<file path="src/logic/tmr_consts.vh">
// Purpose: constants for the timer control and status block
// Assumes: AHB-Lite word registers, 8-bit data in the low bits
// Notes: capture and compare high bytes sit at 0x14 and 0x16
// Contract
// - control holds capture, compare, overflow interrupt enables; one enables
// - edge select one latches on rising capture edge, zero on falling
// - reset leaves the capture edge select bit unchanged
// - compare level loads into output level on next match, drives pin
// - control bits two to four are unused and read zero
// - status is read-only, three flags, bits four to zero read zero
// - capture flag sets on edge, clears by capture low read after status access
// - compare flag sets on match, clears by compare low write after status access
// - overflow flag sets on wrap, clears by count low read after status access
// - any status access arms the first clearing step
// - mirror count pair returns same count, never clears overflow flag
// - timer runs in wait mode; enabled interrupt wakes the processor
// - halt stops the counter, interrupt exit resumes from held count
// - reset ending halt forces counter to its preset value
// - halt capture edge arms detector only; flag and data appear on wake
// - reset ending halt discards any capture armed in halt
// - counter advances once every four bus clocks
// - count high read latches low byte buffer until low byte read
// - compare high write suspends matching until compare low write
// - capture high read blocks capture transfers until capture low read; a capture armed in halt still transfers on wake
`ifndef TMR_CONSTS_VH
`define TMR_CONSTS_VH
`define TMR_OFF_CAP_HI 8'h14
`define TMR_OFF_CAP_LO 8'h15
`define TMR_OFF_CMP_HI 8'h16
`define TMR_OFF_CMP_LO 8'h17
`define TMR_OFF_CNT_HI 8'h18
`define TMR_OFF_CNT_LO 8'h19
`define TMR_OFF_MIR_HI 8'h1a
`define TMR_OFF_MIR_LO 8'h1b
`define TMR_OFF_CTRL 8'h12
`define TMR_OFF_FLAGS 8'h13
`define TMR_CTL_CAP_IE 7
`define TMR_CTL_CMP_IE 6
`define TMR_CTL_OVF_IE 5
`define TMR_CTL_EDGE 1
`define TMR_CTL_LVL 0
`define TMR_FLG_CAP 7
`define TMR_FLG_CMP 6
`define TMR_FLG_OVF 5
`define TMR_CNT_PRESET 16'hfffc
`define TMR_PRESCALE 2'h3
`endif

</file>
<file path="src/logic/tmr_timer.v">
// Purpose: 16-bit timer with capture, compare, overflow flags on AHB-Lite
// Assumes: byte registers at word addresses 4*offset, data in bits 7:0
// Notes: zero wait states, always OKAY; halt and wait are mode inputs
//
// The AHB-Lite interface to the registers was chosen for this implementation.
`include "tmr_consts.vh"
`default_nettype none
module tmr_timer (
  input wire clk,
  input wire srst,
  input wire clkEn,
  input wire hsel,
  input wire [9:0] haddr,
  input wire [1:0] htrans,
  input wire hwrite,
  input wire [2:0] hsize,
  input wire [31:0] hwdata,
  input wire hready,
  output reg [31:0] hrdata,
  output reg hreadyout,
  output reg hresp,
  input wire captureInputPin,
  input wire waitMode,
  input wire haltMode,
  output reg compareOutputPin,
  output reg timerIrq,
  output reg wakeReq
);
  // word index decode for address-phase accesses; write strobes compare the registered dIdx_r
  function isReg;
    input [9:0] a;
    input [7:0] off;
    begin
      isReg = (a[9:2] == off);
    end
  endfunction

  reg [7:0] ctrl_r;
  reg edgeSel_r;
  wire [2:0] flagVec;
  reg [15:0] count_r;
  reg [1:0] presc_r;
  reg [15:0] capture_r;
  reg [15:0] compare_r;
  reg [7:0] cntBuf_r;
  reg cntBufHeld_r;
  reg cmpHold_r;
  reg capBlock_r;
  reg haltCap_r;
  reg [15:0] haltData_r;
  reg dWr_r;
  reg [7:0] dIdx_r;
  wire edgePulse;
  wire addrPhase;
  wire tick;
  wire match;
  wire capEvent;
  wire ovfEvent;
  wire [7:0] rdByte;
  wire sAccRd, sAccWr;
  reg [7:0] rdMux;

  tmr_edge_detect uEdge (
    .clk(clk),
    .srst(srst),
    .clkEn(clkEn),
    .pinIn(captureInputPin),
    .riseSel(edgeSel_r),
    .edgePulse(edgePulse)
  );

  // address phase of a valid transfer
  assign addrPhase = hsel & hready & htrans[1];
  // read happens in address phase so counter buffering sees the exact access
  assign sAccRd = addrPhase & ~hwrite;
  assign sAccWr = dWr_r;

  // access strobes with a side effect; reads act in the address phase
  wire rdCapHi;
  wire rdCapLo;
  wire rdCntHi;
  wire rdCntLo;
  wire rdMirHi;
  wire rdMirLo;
  wire wrCtrl;
  wire wrCmpHi;
  wire wrCmpLo;
  assign rdCapHi = sAccRd & isReg(haddr, `TMR_OFF_CAP_HI);
  assign rdCapLo = sAccRd & isReg(haddr, `TMR_OFF_CAP_LO);
  assign rdCntHi = sAccRd & isReg(haddr, `TMR_OFF_CNT_HI);
  assign rdCntLo = sAccRd & isReg(haddr, `TMR_OFF_CNT_LO);
  assign rdMirHi = sAccRd & isReg(haddr, `TMR_OFF_MIR_HI);
  assign rdMirLo = sAccRd & isReg(haddr, `TMR_OFF_MIR_LO);
  // writes act in the data phase, where hwdata stands
  assign wrCtrl = sAccWr & (dIdx_r == `TMR_OFF_CTRL);
  assign wrCmpHi = sAccWr & (dIdx_r == `TMR_OFF_CMP_HI);
  assign wrCmpLo = sAccWr & (dIdx_r == `TMR_OFF_CMP_LO);

  // prescaler gives one tick in four cycles, frozen in halt
  assign tick = (presc_r == `TMR_PRESCALE) & ~haltMode;
  assign ovfEvent = tick & (count_r == 16'hffff);
  assign match = (compare_r == count_r) & ~cmpHold_r & ~haltMode;
  assign capEvent = edgePulse & ~haltMode;

  // data phase tracking for writes and write-side data
  always @(posedge clk) begin
    if (srst) begin
      dWr_r <= 1'b0;
      dIdx_r <= 8'h00;
    end else if (clkEn) begin
      dWr_r <= addrPhase & hwrite;
      dIdx_r <= haddr[9:2];
    end
  end

  // read data mux; unused bits are zero
  always @* begin
    rdMux = 8'h00;
    case (haddr[9:2])
      `TMR_OFF_CTRL: rdMux = {ctrl_r[7:5], 3'h0, edgeSel_r, ctrl_r[0]};
      `TMR_OFF_FLAGS: rdMux = {flagVec, 5'h00};
      `TMR_OFF_CAP_HI: rdMux = capture_r[15:8];
      `TMR_OFF_CAP_LO: rdMux = capture_r[7:0];
      `TMR_OFF_CMP_HI: rdMux = compare_r[15:8];
      `TMR_OFF_CMP_LO: rdMux = compare_r[7:0];
      `TMR_OFF_CNT_HI: rdMux = count_r[15:8];
      `TMR_OFF_MIR_HI: rdMux = count_r[15:8];
      `TMR_OFF_CNT_LO: rdMux = cntBufHeld_r ? cntBuf_r : count_r[7:0];
      `TMR_OFF_MIR_LO: rdMux = cntBufHeld_r ? cntBuf_r : count_r[7:0];
      default: rdMux = 8'h00;
    endcase
  end
  assign rdByte = rdMux;

  // bus answer: data registered at the address edge, zero wait, always okay
  always @(posedge clk) begin
    if (srst) begin
      hrdata <= 32'h00000000;
      hreadyout <= 1'b1;
      hresp <= 1'b0;
    end else if (clkEn) begin
      hreadyout <= 1'b1;
      hresp <= 1'b0;
      if (sAccRd) begin
        hrdata <= {24'h000000, rdByte};
      end
    end
  end

  // control register; edge select kept out of reset on purpose
  always @(posedge clk) begin
    if (srst) begin
      ctrl_r <= 8'h00;
    end else if (clkEn && wrCtrl) begin
      ctrl_r <= {hwdata[7:5], 4'h0, hwdata[`TMR_CTL_LVL]};
    end
  end
  always @(posedge clk) begin
    if (clkEn && wrCtrl) begin
      edgeSel_r <= hwdata[`TMR_CTL_EDGE];
    end
  end

  // prescaler and counter; reset forces preset even out of halt
  always @(posedge clk) begin
    if (srst) begin
      presc_r <= 2'h0;
      count_r <= `TMR_CNT_PRESET;
    end else if (clkEn && !haltMode) begin
      presc_r <= presc_r + 2'h1;
      if (tick) begin
        count_r <= count_r + 16'h0001;
      end
    end
  end

  // counter low byte buffer for coherent 16-bit reads
  always @(posedge clk) begin
    if (srst) begin
      cntBuf_r <= 8'h00;
      cntBufHeld_r <= 1'b0;
    end else if (clkEn && sAccRd) begin
      if (rdCntHi || rdMirHi) begin
        if (!cntBufHeld_r) begin
          cntBuf_r <= count_r[7:0];
        end
        cntBufHeld_r <= 1'b1;
      end else if (rdCntLo || rdMirLo) begin
        cntBufHeld_r <= 1'b0;
      end
    end
  end

  // compare register with high-byte hold
  always @(posedge clk) begin
    if (srst) begin
      cmpHold_r <= 1'b0;
    end else if (clkEn && sAccWr) begin
      if (wrCmpHi) begin
        compare_r[15:8] <= hwdata[7:0];
        cmpHold_r <= 1'b1;
      end else if (wrCmpLo) begin
        compare_r[7:0] <= hwdata[7:0];
        cmpHold_r <= 1'b0;
      end
    end
  end

  // compare output level, loaded on every match
  always @(posedge clk) begin
    if (srst) begin
      compareOutputPin <= 1'b0;
    end else if (clkEn && match) begin
      compareOutputPin <= ctrl_r[`TMR_CTL_LVL];
    end
  end

  // capture register, with read block and halt arming
  always @(posedge clk) begin
    if (srst) begin
      capBlock_r <= 1'b0;
      haltCap_r <= 1'b0;
      haltData_r <= 16'h0000;
    end else if (clkEn) begin
      if (rdCapHi) begin
        capBlock_r <= 1'b1;
      end else if (rdCapLo) begin
        capBlock_r <= 1'b0;
      end
      if (haltMode && edgePulse && !haltCap_r) begin
        haltCap_r <= 1'b1;
        haltData_r <= count_r;
      end else if (!haltMode && haltCap_r) begin
        haltCap_r <= 1'b0;
      end
      if (capEvent && !capBlock_r) begin
        capture_r <= count_r + 16'h0001; // one more for synchronisation
      end else if (!haltMode && haltCap_r) begin
        capture_r <= haltData_r + 16'h0001;
      end
    end
  end

  // flag vectors: bit 2 capture, bit 1 compare, bit 0 overflow
  wire [2:0] flagSet;
  wire [2:0] flagClr;
  wire [2:0] flagEn;
  wire [2:0] irqSrc;
  wire statusAcc;
  wire haltRelease;
  wire timerIrq_nxt;
  wire wakeReq_nxt;

  // status read or write, either one is the first clearing step
  assign statusAcc = addrPhase & isReg(haddr, `TMR_OFF_FLAGS);
  // a capture armed in halt turns into a flag only once halt drops
  assign haltRelease = ~haltMode & haltCap_r;

  // set conditions
  assign flagSet[2] = capEvent | haltRelease;
  assign flagSet[1] = match;
  assign flagSet[0] = ovfEvent;

  // second steps; the mirror low byte is left out so it never clears overflow
  assign flagClr[2] = rdCapLo;
  assign flagClr[1] = wrCmpLo;
  assign flagClr[0] = rdCntLo;

  // two-step clearing, one copy per flag; a set in the clear cycle wins
  genvar gi;
  generate
    for (gi = 0; gi < 3; gi = gi + 1) begin : g_flag
      reg flagBit_r;
      reg armBit_r;
      assign flagVec[gi] = flagBit_r;
      always @(posedge clk) begin
        if (srst) begin
          flagBit_r <= 1'b0;
          armBit_r <= 1'b0;
        end else if (clkEn) begin
          if (statusAcc) begin
            armBit_r <= flagBit_r;
          end
          if (flagSet[gi]) begin
            flagBit_r <= 1'b1;
          end else if (armBit_r && flagClr[gi]) begin
            flagBit_r <= 1'b0;
            armBit_r <= 1'b0;
          end
        end
      end
    end
  endgenerate

  // interrupt sources are the flags gated by their enables
  assign flagEn = {ctrl_r[`TMR_CTL_CAP_IE], ctrl_r[`TMR_CTL_CMP_IE],
    ctrl_r[`TMR_CTL_OVF_IE]};
  assign irqSrc = flagVec & flagEn;
  assign timerIrq_nxt = |irqSrc;
  // wait only gates the wake line; the timer itself keeps running
  assign wakeReq_nxt = waitMode & (|irqSrc);

  // registered so both outputs come straight from flops; halt edges raise them only once halt drops
  always @(posedge clk) begin
    if (srst) begin
      timerIrq <= 1'b0;
      wakeReq <= 1'b0;
    end else if (clkEn) begin
      timerIrq <= timerIrq_nxt;
      wakeReq <= wakeReq_nxt;
    end
  end
endmodule // tmr_timer
`default_nettype wire

</file>
<file path="src/logic/tmr_edge_detect.v">
// Purpose: capture pin edge detector with polarity select
// Assumes: pin synchronous to clk
// Notes: pulse is one cycle wide
`default_nettype none
module tmr_edge_detect (
  input wire clk,
  input wire srst,
  input wire clkEn,
  input wire pinIn,
  input wire riseSel,
  output wire edgePulse
);
  reg prev_r;
  // previous pin level for edge compare
  always @(posedge clk) begin
    // follow the pin through reset so a high pin gives no false edge after it
    if (srst) begin
      prev_r <= pinIn;
    end else if (clkEn) begin
      prev_r <= pinIn;
    end
  end
  // select rising or falling transition
  assign edgePulse = clkEn & (riseSel ? (pinIn & ~prev_r) : (~pinIn & prev_r));
endmodule // tmr_edge_detect
`default_nettype wire

</file>
<file path="config.mk">
export PLATFORM = sky130hd
export DESIGN_NAME = tmr_timer
export DESIGN_NICKNAME = d
export VERILOG_FILES = /design/src/logic/tmr_timer.v /design/src/logic/tmr_edge_detect.v
export VERILOG_INCLUDE_DIRS = /design/src /design/src/logic
export SDC_FILE = /design/constraint.sdc
export NUM_CORES = 1
export LEC_CHECK = 0
export BUFFER_PORTS_ARGS = -buffer_cell sky130_fd_sc_hd__buf_2
export CAP_MARGIN = 20
export CORE_MARGIN = 2
export CORE_UTILIZATION = 30
export DETAILED_ROUTE_END_ITERATION = 10
export PLACE_DENSITY = 0.58
export SLEW_MARGIN = 20
export SYNTH_ARGS = -nofsm -noshare
export SYNTH_HDL_FRONTEND = slang
export SYNTH_SLANG_ARGS = --single-unit
</file>
<file path="constraint.sdc">
create_clock -name clk -period 3.39 [get_ports clk]
set_input_delay 0.1695 -clock clk [delete_from_list [all_inputs] [get_ports clk]]
set_output_delay 0.1695 -clock clk [all_outputs]
set_load 0.02 [all_outputs]
</file>
# Word-level counts from Yosys, hierarchy flattened
# Index checks and enable logic that the tools add are counted.
# op_classes
add_sub_neg	3
multipliers	0
div_mod_pow	0
order_cmp	0
n_eq_ne	16
shifts	0
n_mux	30
bitwise_logic	33
reduce_logical	43
# op_table
cell	n
$eq A8 B5 Y1 const B	13
$pmux W8 S8	1
$add A16 B1 Y16 const B	2
$mux W16	2
$mux W1	26
$and A1 B1 Y1	24
$reduce_and A2 Y1	11
$reduce_bool A2 Y1	9
$eq A16 B16 Y1	1
$eq A16 B16 Y1 const B	1
$logic_and A1 B1 Y1	12
$mux W8	1
$not A1 Y1	7
$reduce_and A3 Y1	2
$reduce_and A4 Y1	1
$reduce_or A2 Y1	2
$and A3 B3 Y3	1
$logic_not A1 Y1	3
$reduce_or A3 Y1	1
$add A2 B1 Y2 const B	1
$eq A2 B2 Y1 const B	1
$logic_or A1 B1 Y1	2
$or A1 B1 Y1	1
# word_totals
ff_bits	110
latchBits	0
mem_bits_rw	0
romBits	0
word_cells	151
mem_count	0

# Logic depth before layout (Yosys ltp)
# Gate-level depths: netlist of the first run.
# depth
ltp_word	8
mapped_depth	8
mapped_depth_nobuf	6

# Hierarchy
# Synthesis of the first run repeated with hierarchy kept, for this count alone.
# unflattened
cells_unflattened	624
area_unflattened_um2	5779.3
# by_module_without_submodules
module	n_inst	cells_per_inst	area_each_um2
tmr_timer	1	619	5719.2
tmr_edge_detect	1	5	60.1

# Worst setup path before layout of the first run
# Ideal clock, no wire load.
# synth_timing
path_type	register -> register
start	reg edgeSel_r
end	reg capture_r[0], enable pin
setup_ns	0.388
t_arrival_ns	2.332
required_ns	3.002
setup_slack_ns	0.670
path_stages_with_launch	6
period_less_slack_ns	2.720
path_cell_list	edfxtp_1 or3b_4 a2111oi_4 buf_6 a21oi_1 nor2_1
# synth_between
elab_chain_len	6
# synth_rtl
item	line	rtl
start: declaration	tmr_timer.v:39	reg edgeSel_r;
start signal: assignment	tmr_timer.v:160	edgeSel_r <= hwdata[`TMR_CTL_EDGE];
$mux W1	tmr_edge_detect.v:24	assign edgePulse = clkEn & (riseSel ? (pinIn & ~prev_r) : (~pinIn & prev_r));
$and A1 B1 Y1	tmr_edge_detect.v:24	
$and A1 B1 Y1	tmr_timer.v:103	assign capEvent = edgePulse & ~haltMode;
$logic_and A1 B1 Y1	tmr_timer.v:236	if (capEvent && !capBlock_r) begin
$reduce_bool A2 Y1 (no line)	-	
$reduce_and A3 Y1 (no line)	-	
end signal: assignment	tmr_timer.v:237	capture_r <= count_r + 16'h0001;
end signal: assignment	tmr_timer.v:239	capture_r <= haltData_r + 16'h0001;
end: declaration	tmr_timer.v:43	reg [15:0] capture_r;
# No other way between the ends.
# A chain may end at the register's enable or synchronous reset.

# Worst setup path after layout of the first run
# layout_timing
start	reg count_r[0]
end	reg g_flag[0].flagBit_r
# layout_between
elab_chain_len	4
elab_cells_between_ends	5
cone_classes	eq/ne: 1; mux: 1; bitwise: 1; reduce/logical: 2
# layout_rtl
item	line	rtl
start: declaration	tmr_timer.v:41	reg [15:0] count_r;
start signal: assignment	tmr_timer.v:168	count_r <= `TMR_CNT_PRESET;
start signal: assignment	tmr_timer.v:172	count_r <= count_r + 16'h0001;
$eq A16 B16 Y1 *	tmr_timer.v:101	assign ovfEvent = tick & (count_r == 16'hffff);
$and A1 B1 Y1 *	tmr_timer.v:101	
$reduce_bool A2 Y1 (no line)	-	
$reduce_and A2 Y1 (no line)	-	
end signal: assignment	tmr_timer.v:278	flagBit_r <= 1'b0;
end signal: assignment	tmr_timer.v:285	flagBit_r <= 1'b1;
end signal: assignment	tmr_timer.v:287	flagBit_r <= 1'b0;
end: declaration	tmr_timer.v:273	reg flagBit_r;
# Mark *: on every way between the ends. The rest lies on a longest branch, timed or not.

==> out/results.txt, run 1 <==
post-layout net count = 676
pin count of the biggest net entering global routing = 37
later-pin clock latency in the skew report = 0.36 ns
count of clock tree sinks = 110
final hold violation count = 0
largest cells by area after synthesis = sky130_fd_sc_hd__dfxtp_1 26%, sky130_fd_sc_hd__edfxtp_1 18%, sky130_fd_sc_hd__mux2i_1 9.7%
setup repair after global routing missed its margin = false
final setup skew = 0.00839 ns
area share of the largest cell type after synthesis = 26.2%
Async SR Flop Fraction = 0%
Via density = 4.98
die area = 20500 µm²
min cycle time layout = 2.43 ns
Req. time, crit path = 3.66 ns
clock-pin slew of the registers on the worst-case setup and hold paths = 0.07 ns
# IOs = 93
total area of multi-input combinational cells = 2890 µm²
Final Setup Violations = 0
static power due to leakage = 2.48 nW
post-synthesis area per instance = 9.60 µm²
number of I/O port buffers = 36
mux contribution to synthesized area = 12.0%
post-cts sizing count = 0
row count = 50
complex-gate fraction of the synthesized area = 9.34%
standard cell with the maximum stage delay on the critical path = sky130_fd_sc_hd__dfxtp_1
Metal-1 WL = 7040 µm
path type of the worst setup path = flip-flop to flip-flop
average routed wire per standard cell = 16.7 µm
critical path cell sequence = ha_1 -> and3_1 -> nand3_1 -> nor4_2 -> nor4_1 -> a211oi_1
number of placed instances, taps included = 863
worst-case setup margin in the final layout = 0.962 ns
Slew @ Worst Pin = 0.757 ns
overall track demand over capacity in global routing = 14.9%
number of violations of the max-capacitance limit = 0
Non-Filler Cell Area, Final = 6360 µm²
Placed Area = 6060 µm²
sequential standard cell area = 2540 µm²
worst IR drop on VDD = 305 µV
Filler cells = 1957
CTS tree = done
depth of the CTS H-tree = 3
number of DRC markers in iteration 0 = 504
Yosys Warn Count = 0
combinational family with the most area after synthesis = simple AND/OR/NAND/NOR gates
wire length of the first global-routing pass = 23100 µm
Simple-Gate Fraction of Synth Area = 18.3%
n_diodes = 0
arithmetic-cell share of the synthesized area counting full adders, half adders and majority gates = 0.647%
Main synth FF type = sky130_fd_sc_hd__dfxtp_1
fraction of the cycle the final worst path needs = 71.6%
number of antenna violations at the first check in global routing = 0
total met2 wirelength after detailed routing = 6440 µm
Detailed Place HPWL = 10400 µm
Root Buffer Master = sky130_fd_sc_hd__clkbuf_16
first drt pass iteration count = 5
Slowest Stage Delay on Critical Path = 0.57 ns
via count = 4395
Pwr Density = 401 nW/µm²
data arrival at the endpoint of the critical path = 2.70 ns
Post-Syn Area = 5800 µm²
non-filler cells in the finished layout = 882
post-synthesis register bit count = 110
Final Max Tran Viols = 0
worst relative slew slack = 49.3%
post-synthesis share of cell area spent on xor and xnor gates = 7.85%
Syn-to-layout area delta = 9.62%
number of post-CTS setup repair buffers = 0
cell count after synthesis = 604
initial core utilization = 30.8%
maximum operating frequency = 0.412 GHz
Bufs on Longest Clock Path = 2
Yosys top cell by area = sky130_fd_sc_hd__dfxtp_1
Core Footprint = 18800 µm²
die height = 143 µm
outcome = finished, final reports clean
Hold-fix buffers, CTS = 3
count of different cell masters after synthesis = 61
crit path capture type = flip-flop
layout cell share with drive strength beyond 1 = 13.0%
post-place setup slack = 1.04 ns
drc violations = 0
Routed Wire Length = 14700 µm
remaining global-route overflow = 0
Final ANT Viol Nets = 0
placer's final routability congestion estimate = 0.783
minimum hold slack = 0.0171 ns
number of enable flip-flop cells after synthesis = 34
class of the most critical hold timing path = primary input to flip-flop
Max Used Layer = met4
crit path max fanout = 9
total clock buffers created by CTS = 9
met3 layer wire length in the routed design = 957 µm
Die Wd = 143 µm
via count of the first global-routing pass = 4028
sequential cell area fraction in the yosys report = 43.8%
post-route setup TNS = 0 ns
critical path launch point type = flip-flop
flip-flops by register name (all words and copies together) (netlist names), 2 cells and up:
signal / flops
haltData_r: 16
capture_r: 16
dIdx_r: 8
g_flag.flagBit_r: 3
presc_r: 2
cntBuf_r: 8
count_r: 16
g_flag.armBit_r: 3
ctrl_r: 4
hrdata: 8
compare_r: 16
worst max-delay path, delay by kind of cell (launching register included):
family                     cells  cell delay [ns]
AOI/OAI and AO/OA              1             0.27
adders and majority gates      1             0.29
DFF                            1             0.57
and+or+nand+nor                4             1.21
area by class of cell:
class | instances | area share [%]
tap | 260 | 5.12
sequential | 110 | 40.0
multi-input combinational | 435 | 45.4
clock buffer | 9 | 3.54
clock inverter | 7 | 0.649
timing repair buffer | 50 | 4.61
inverter | 11 | 0.649
cell usage after synthesis (all sizes together) (5+ instances only):
| master | number |
|---|---|
| o21ai | 19 |
| edfxtp | 34 |
| nand3 | 22 |
| nor3 | 23 |
| buf | 48 |
| clkbuf | 24 |
| dfxtp | 76 |
| nor4 | 8 |
| mux2 | 8 |
| or3 | 7 |
| a211oi | 8 |
| nor2b | 5 |
| a21oi | 26 |
| nor2 | 62 |
| xnor2 | 42 |
| inv | 11 |
| a22oi | 5 |
| xor2 | 10 |
| nand2 | 39 |
| nand4 | 9 |
| mux2i | 56 |
| and3 | 6 |
power breakdown:
part / total (W) / internal [W] / switching (W) / leakage (nW)
Sequential: 0.00139 / 0.00137 / 0.0000145 / 0.928
Combinational: 0.000190 / 0.0000637 / 0.000126 / 1.43
Clock: 0.000974 / 0.000492 / 0.000482 / 0.126
per-layer routing:
metal / track usage [%] / vias up
li1: - / 2114
met4: 5.52 / 0
met1: 21.4 / 2104
met2: 22.4 / 161
met3: 2.62 / 16
met5: 0 / -
path summary, 6_finish.rpt:
kind / endpoint / depth (start not counted) / slack (ns) / start
max: g_flag[0].flagBit_r$_SDFFE_PP0P_ / 6 / 0.96 / count_r[0]$_SDFFE_PP0P_
min: compare_r[4]$_DFFE_PP_ / 1 / 0.02 / hwdata[4]
max reg2reg: g_flag[0].flagBit_r$_SDFFE_PP0P_ / 6 / 0.96 / count_r[0]$_SDFFE_PP0P_
min reg2reg: timerIrq$_SDFFE_PP0P_ / 1 / 0.46 / timerIrq$_SDFFE_PP0P_
cell usage in the layout (no fill, tap or decap), types with 4 or more instances in the layout:
cell / count
sky130_fd_sc_hd__xor2_1: 10
sky130_fd_sc_hd__nor3_1: 23
sky130_fd_sc_hd__a21oi_1: 26
sky130_fd_sc_hd__conb_1: 26
sky130_fd_sc_hd__xnor2_1: 42
sky130_fd_sc_hd__nor2b_1: 5
sky130_fd_sc_hd__buf_2: 36
sky130_fd_sc_hd__nand3_1: 22
sky130_fd_sc_hd__nor2_1: 62
sky130_fd_sc_hd__and3_1: 6
sky130_fd_sc_hd__o21ai_0: 19
sky130_fd_sc_hd__edfxtp_1: 34
sky130_fd_sc_hd__buf_4: 11
sky130_fd_sc_hd__nand4_1: 9
sky130_fd_sc_hd__a22oi_1: 5
sky130_fd_sc_hd__nand2b_1: 4
sky130_fd_sc_hd__nand3b_1: 4
sky130_fd_sc_hd__clkbuf_16: 9
sky130_fd_sc_hd__inv_1: 11
sky130_fd_sc_hd__o221ai_1: 4
sky130_fd_sc_hd__mux2i_1: 56
sky130_fd_sc_hd__or3_1: 6
sky130_fd_sc_hd__nand2_1: 38
sky130_fd_sc_hd__nor4_1: 7
sky130_fd_sc_hd__a211oi_1: 8
sky130_fd_sc_hd__mux2_2: 8
sky130_fd_sc_hd__dfxtp_1: 76
cell families after synthesis:
logic type | after synthesis
AND/OR/NAND/NOR | 206
XOR/XNOR | 52
buffers and inverters | 83
multiplexers | 66
adder cells (fa/ha/maj) | 3
AO/OA/AOI/OAI | 82
flip-flops | 110
other | 2
stage by stage:
step	power, W	util [%]
after floorplan	0.00157	-
after global routing	0.00265	33.8
after global placement	0.00160	32.2
after CTS	0.00258	33.8
after detailed placement	0.00160	32.2
final	0.00255	33.8
No activity file was read; power rests on OpenSTA's default activity.
==> run 2: changes to the inputs <==
Clock period 3.39 ns to 2.3 ns, I/O delays scaled along.
==> out/results.txt, run 2 (synthesized netlist as in run 1, its figures left out) <==
outcome = finished, final reports clean
number of I/O port buffers = 36
post-layout net count = 709
depth of the CTS H-tree = 3
most common cell after layout, fill and taps aside = sky130_fd_sc_hd__dfxtp_1
part of the total power dissipated in the clock network = 40.4%
initial core utilization = 30.8%
utilization after layout = 35.5%
die area = 20500 µm²
number of DRC markers in iteration 0 = 434
class of the most critical hold timing path = primary input to flip-flop
sw power = 0.00102 W
Bufs on Longest Clock Path = 2
launch instance of the worst min-delay path = haddr[8]
R2R depth = 4
setup repair after global routing missed its margin = false
fraction of the cycle the final worst path needs = 92.0%
slack of the worst reg-to-reg path = 0.18 ns
Design Power = 0.00393 W
crit path max fanout = 25
Hold Path End = dIdx_r[6]$_SDFFE_PP0P_
via count of the first global-routing pass = 3995
overall track demand over capacity in global routing = 15.2%
Final Max Tran Viols = 0
Die Wd = 143 µm
average routed wire per standard cell = 16.6 µm
Syn-to-layout area delta = 15.3%
path type of the worst setup path = flip-flop to flip-flop
Req. time, crit path = 2.42 ns
worst IR drop on VDD = 484 µV
P_int = 0.00291 W
drc violations = 0
clock-pin slew of the registers on the worst-case setup and hold paths = 0.09 ns
number of antenna violations at the first check in global routing = 0
via count = 4435
wire length of the first global-routing pass = 23300 µm
later-pin clock latency in the skew report = 0.37 ns
number of post-CTS setup repair buffers = 0
worst relative slew slack = 60.3%
n_diodes = 0
sequential fraction of design power = 52.0%
worst-case setup margin in the final layout = 0.183 ns
placer's final routability congestion estimate = 0.887
Pwr Density = 587 nW/µm²
reg-to-reg endpoint = capture_r[1]$_DFFE_PP_
post-place setup slack = 0.207 ns
Final ANT Viol Nets = 0
Root Buffer Master = sky130_fd_sc_hd__clkbuf_16
fraction of power consumed by combinational cells = 7.6%
Detailed Place HPWL = 11000 µm
final setup skew = 0.0168 ns
number of violations of the max-capacitance limit = 0
remaining global-route overflow = 0
Final Setup Violations = 0
static power due to leakage = 2.65 nW
count of clock tree sinks = 110
critical path launch point type = flip-flop
maximum operating frequency = 0.472 GHz
crit path capture type = flip-flop
row count = 50
pin count of the biggest net entering global routing = 31
most used cells in the layout excluding fill and tap cells = 76 x sky130_fd_sc_hd__dfxtp_1, 61 x sky130_fd_sc_hd__nor2_1, 56 x sky130_fd_sc_hd__mux2i_1, 42 x sky130_fd_sc_hd__xnor2_1, 38 x sky130_fd_sc_hd__nand2_1
post-route setup TNS = 0 ns
Via density = 4.85
die height = 143 µm
Core Footprint = 18800 µm²
data arrival at the endpoint of the critical path = 2.24 ns
CTS tree = done
Net Sw Frac = 26.0%
first drt pass iteration count = 5
Slew @ Worst Pin = 0.593 ns
min cycle time layout = 2.12 ns
reg-to-reg startpoint = edgeSel_r$_DFFE_PP_
layout cell share with drive strength beyond 1 = 16.6%
total clock buffers created by CTS = 9
worst hold stages = 3
final hold violation count = 0
# IOs = 93
Routed Wire Length = 15200 µm
-- run 2: cell type report --
| class | instances | area [µm²] |
|---|---|---|
| multi-input combinational | 435 | 2900 |
| sequential | 110 | 2540 |
| tap | 260 | 325 |
| clock buffer | 9 | 225 |
| clock inverter | 7 | 72.6 |
| fill | 1920 | 12100 |
| timing repair buffer | 83 | 586 |
| inverter | 11 | 41.3 |
-- run 2: repair_timing --
item	in CTS	in global routing
hold buffers	11	0
endpoints found under the setup margin	0	0
hold endpoints to repair	20	0
gates resized for setup	0	0
-- run 2: worst max-delay path: stages (launching register included) --
cell	delay, ns
sky130_fd_sc_hd__edfxtp_1	0.44
sky130_fd_sc_hd__or3b_4	0.42
sky130_fd_sc_hd__a2111oi_4	0.44
sky130_fd_sc_hd__buf_12	0.22
sky130_fd_sc_hd__mux2_2	0.34
-- run 2: power by group through the flow --
| stage | Combinational [W] | Clock [W] | Sequential, W |
|---|---|---|---|
| floorplan | 0.000231 | 0 | 0.00208 |
| global placement | 0.000279 | 0 | 0.00209 |
| detailed placement | 0.000282 | 0 | 0.00209 |
| CTS | 0.000297 | 0.00161 | 0.00204 |
| global route | 0.000325 | 0.00168 | 0.00205 |
| finish | 0.000299 | 0.00159 | 0.00204 |
-- run 2: worst max path at each step --
stage                         from                      to  slack, ns
3_5_place_dp   edgeSel_r$_DFFE_PP_  capture_r[1]$_DFFE_PP_       0.21
6_report       edgeSel_r$_DFFE_PP_  capture_r[1]$_DFFE_PP_       0.18
4_1_cts        edgeSel_r$_DFFE_PP_  capture_r[1]$_DFFE_PP_       0.19
3_3_place_gp   edgeSel_r$_DFFE_PP_  capture_r[1]$_DFFE_PP_       0.21
5_1_grt        edgeSel_r$_DFFE_PP_  capture_r[1]$_DFFE_PP_       0.11
2_1_floorplan  edgeSel_r$_DFFE_PP_  capture_r[0]$_DFFE_PP_       0.02
-- run 2: metrics by stage --
stage          std cells  hold slack, ns  cell area, µm²
2_1_floorplan        628           0.214            5900
3_3_place_gp         888           0.310            6280
3_5_place_dp         888           0.309            6280
4_1_cts              915          0.0286            6690
5_1_grt              915          0.0447            6690
6_report             915          0.0357            6690
-- run 2: layer usage --
layer | wire (µm) | global-route usage, % | vias up
met2 | 6920 | 22.7 | 140
met3 | 899 | 3.69 | 15
li1 | - | - | 2177
met5 | 0 | 0 | -
met1 | 7140 | 21.8 | 2103
met4 | 225 | 4.38 | 0
==> run 3: changes to the inputs <==
Settings changed: CORE_UTILIZATION 30 to 59, CTS_BUF_LIST from default to sky130_fd_sc_hd__clkbuf_8, PLACE_DENSITY 0.58 to 0.93.
==> out/results.txt, run 3 (synthesized netlist as in run 1, its figures left out) <==
outcome = finished, final reports clean
class of the most critical hold timing path = primary input to flip-flop
static power due to leakage = 2.59 nW
Root Buffer Master = sky130_fd_sc_hd__clkbuf_8
drc violations = 0
# IOs = 93
worst-case setup margin in the final layout = 0.209 ns
Pwr Density = 579 nW/µm²
Bufs on Longest Clock Path = 2
post-layout net count = 699
Final ANT Viol Nets = 0
count of clock tree sinks = 110
Filler cells = 715
critical path cell sequence = or3b_4 -> a2111oi_4 -> buf_12 -> mux2_2
Req. time, crit path = 2.43 ns
average routed wire per standard cell = 18.5 µm
most used cells in the layout excluding fill and tap cells = 76 x sky130_fd_sc_hd__dfxtp_1, 61 x sky130_fd_sc_hd__nor2_1, 56 x sky130_fd_sc_hd__mux2i_1, 42 x sky130_fd_sc_hd__xnor2_1, 38 x sky130_fd_sc_hd__nand2_1
Slew @ Worst Pin = 0.563 ns
maximum operating frequency = 0.478 GHz
sequential standard cell area = 2540 µm²
die area = 10600 µm²
Die Wd = 103 µm
CTS tree = done
worst relative slew slack = 62.4%
standard cell with the maximum stage delay on the critical path = sky130_fd_sc_hd__a2111oi_4
later-pin clock latency in the skew report = 0.37 ns
post-place setup slack = 0.246 ns
setup repair after global routing missed its margin = false
depth of the CTS H-tree = 3
post-route setup TNS = 0 ns
most common cell after layout, fill and taps aside = sky130_fd_sc_hd__dfxtp_1
Via density = 6.03
Routed Wire Length = 14400 µm
number of violations of the max-capacitance limit = 0
pin count of the biggest net entering global routing = 36
crit path max fanout = 20
number of post-CTS setup repair buffers = 0
placer's final routability congestion estimate = 0.897
min cycle time layout = 2.09 ns
Detailed Place HPWL = 10400 µm
Placed Area = 6050 µm²
fraction of the cycle the final worst path needs = 90.9%
crit path capture type = flip-flop
utilization after layout = 66.1%
die height = 103 µm
total area of multi-input combinational cells = 2900 µm²
final hold violation count = 0
first drt pass iteration count = 6
remaining global-route overflow = 0
clock-pin slew of the registers on the worst-case setup and hold paths = 0.11 ns
Non-Filler Cell Area, Final = 6370 µm²
final setup skew = 0.0167 ns
wire length of the first global-routing pass = 22700 µm
Final Setup Violations = 0
total clock buffers created by CTS = 9
number of I/O port buffers = 36
via count of the first global-routing pass = 4390
data arrival at the endpoint of the critical path = 2.22 ns
via count = 4688
layout cell share with drive strength beyond 1 = 15.2%
row count = 36
initial core utilization = 60.2%
Syn-to-layout area delta = 9.84%
path type of the worst setup path = flip-flop to flip-flop
worst IR drop on VDD = 381 µV
n_diodes = 0
number of antenna violations at the first check in global routing = 0
number of DRC markers in iteration 0 = 509
Core Footprint = 9640 µm²
critical path launch point type = flip-flop
overall track demand over capacity in global routing = 28.2%
Final Max Tran Viols = 0
Slowest Stage Delay on Critical Path = 0.46 ns
run 3: cell types whose count changed in the layout (fill, tap and decap cells not counted), moves of 2 or more:
cell / before / now
sky130_fd_sc_hd__inv_8: 3 / 0
sky130_fd_sc_hd__clkbuf_8: 0 / 9
sky130_fd_sc_hd__inv_6: 2 / 0
sky130_fd_sc_hd__inv_1: 11 / 14
sky130_fd_sc_hd__buf_4: 34 / 27
sky130_fd_sc_hd__dlygate4sd3_1: 11 / 9
sky130_fd_sc_hd__clkbuf_16: 9 / 0
sky130_fd_sc_hd__bufinv_16: 0 / 3
run 3: worst paths after layout:
check | startpoint | to | slack [ns] | cells after the start
worst max-delay path | edgeSel_r$_DFFE_PP_ | capture_r[1]$_DFFE_PP_ | 0.21 | 4
worst min-delay path | haddr[6] | dIdx_r[4]$_SDFFE_PP0P_ | 0.0004 | 3
worst max register to register | edgeSel_r$_DFFE_PP_ | capture_r[1]$_DFFE_PP_ | 0.21 | 4
worst min register to register | hrdata[1]$_SDFFE_PP0P_ | hrdata[1]$_SDFFE_PP0P_ | 0.47 | 2
run 3: layer usage:
metal	up-vias	track usage, %	wire length (µm)
met3	38	5.56	1450
li1	2150	-	-
met5	-	0	0
met4	0	7.69	292
met2	277	46.9	6920
met1	2223	37.7	5770
run 3: where the power goes:
part           leakage (nW)  switching [W]  internal (W)  total [W]
clock                 0.127       0.000637      0.000711    0.00135
sequential            0.928      0.0000225       0.00202    0.00204
combinational          1.53       0.000188      0.000106   0.000294
run 3: timing repair:
item	CTS	global route
gates resized for setup	0	0
hold endpoints to repair	16	0
hold buffers	9	0
run 3: layout make-up:
type                    count  area share (%)
clock buffers               9            1.94
multi-input cells         435            45.5
well taps                 133            2.61
repair buffers             73            7.74
inverters                  11           0.648
flip-flops and latches    110            39.9
clock inverters             7            1.67
run 3: critical path: cells and delay by family, from the launching register on:
family          cells  cell delay, ns
flops               1            0.42
mux                 1            0.34
simple gates        1            0.41
buf+inv             1            0.21
compound gates      1            0.46
run 3: per-stage QoR:
| step | std cells | hold WS (ns) | total power, W |
|---|---|---|---|
| 6_report | 778 | 0.000432 | 0.00369 |
| 5_1_grt | 778 | 0.00372 | 0.00379 |
| 4_1_cts | 778 | 0.0143 | 0.00369 |
| 3_5_place_dp | 753 | 0.326 | 0.00236 |
| 3_3_place_gp | 753 | 0.321 | 0.00235 |
| 2_1_floorplan | 628 | 0.214 | 0.00231 |
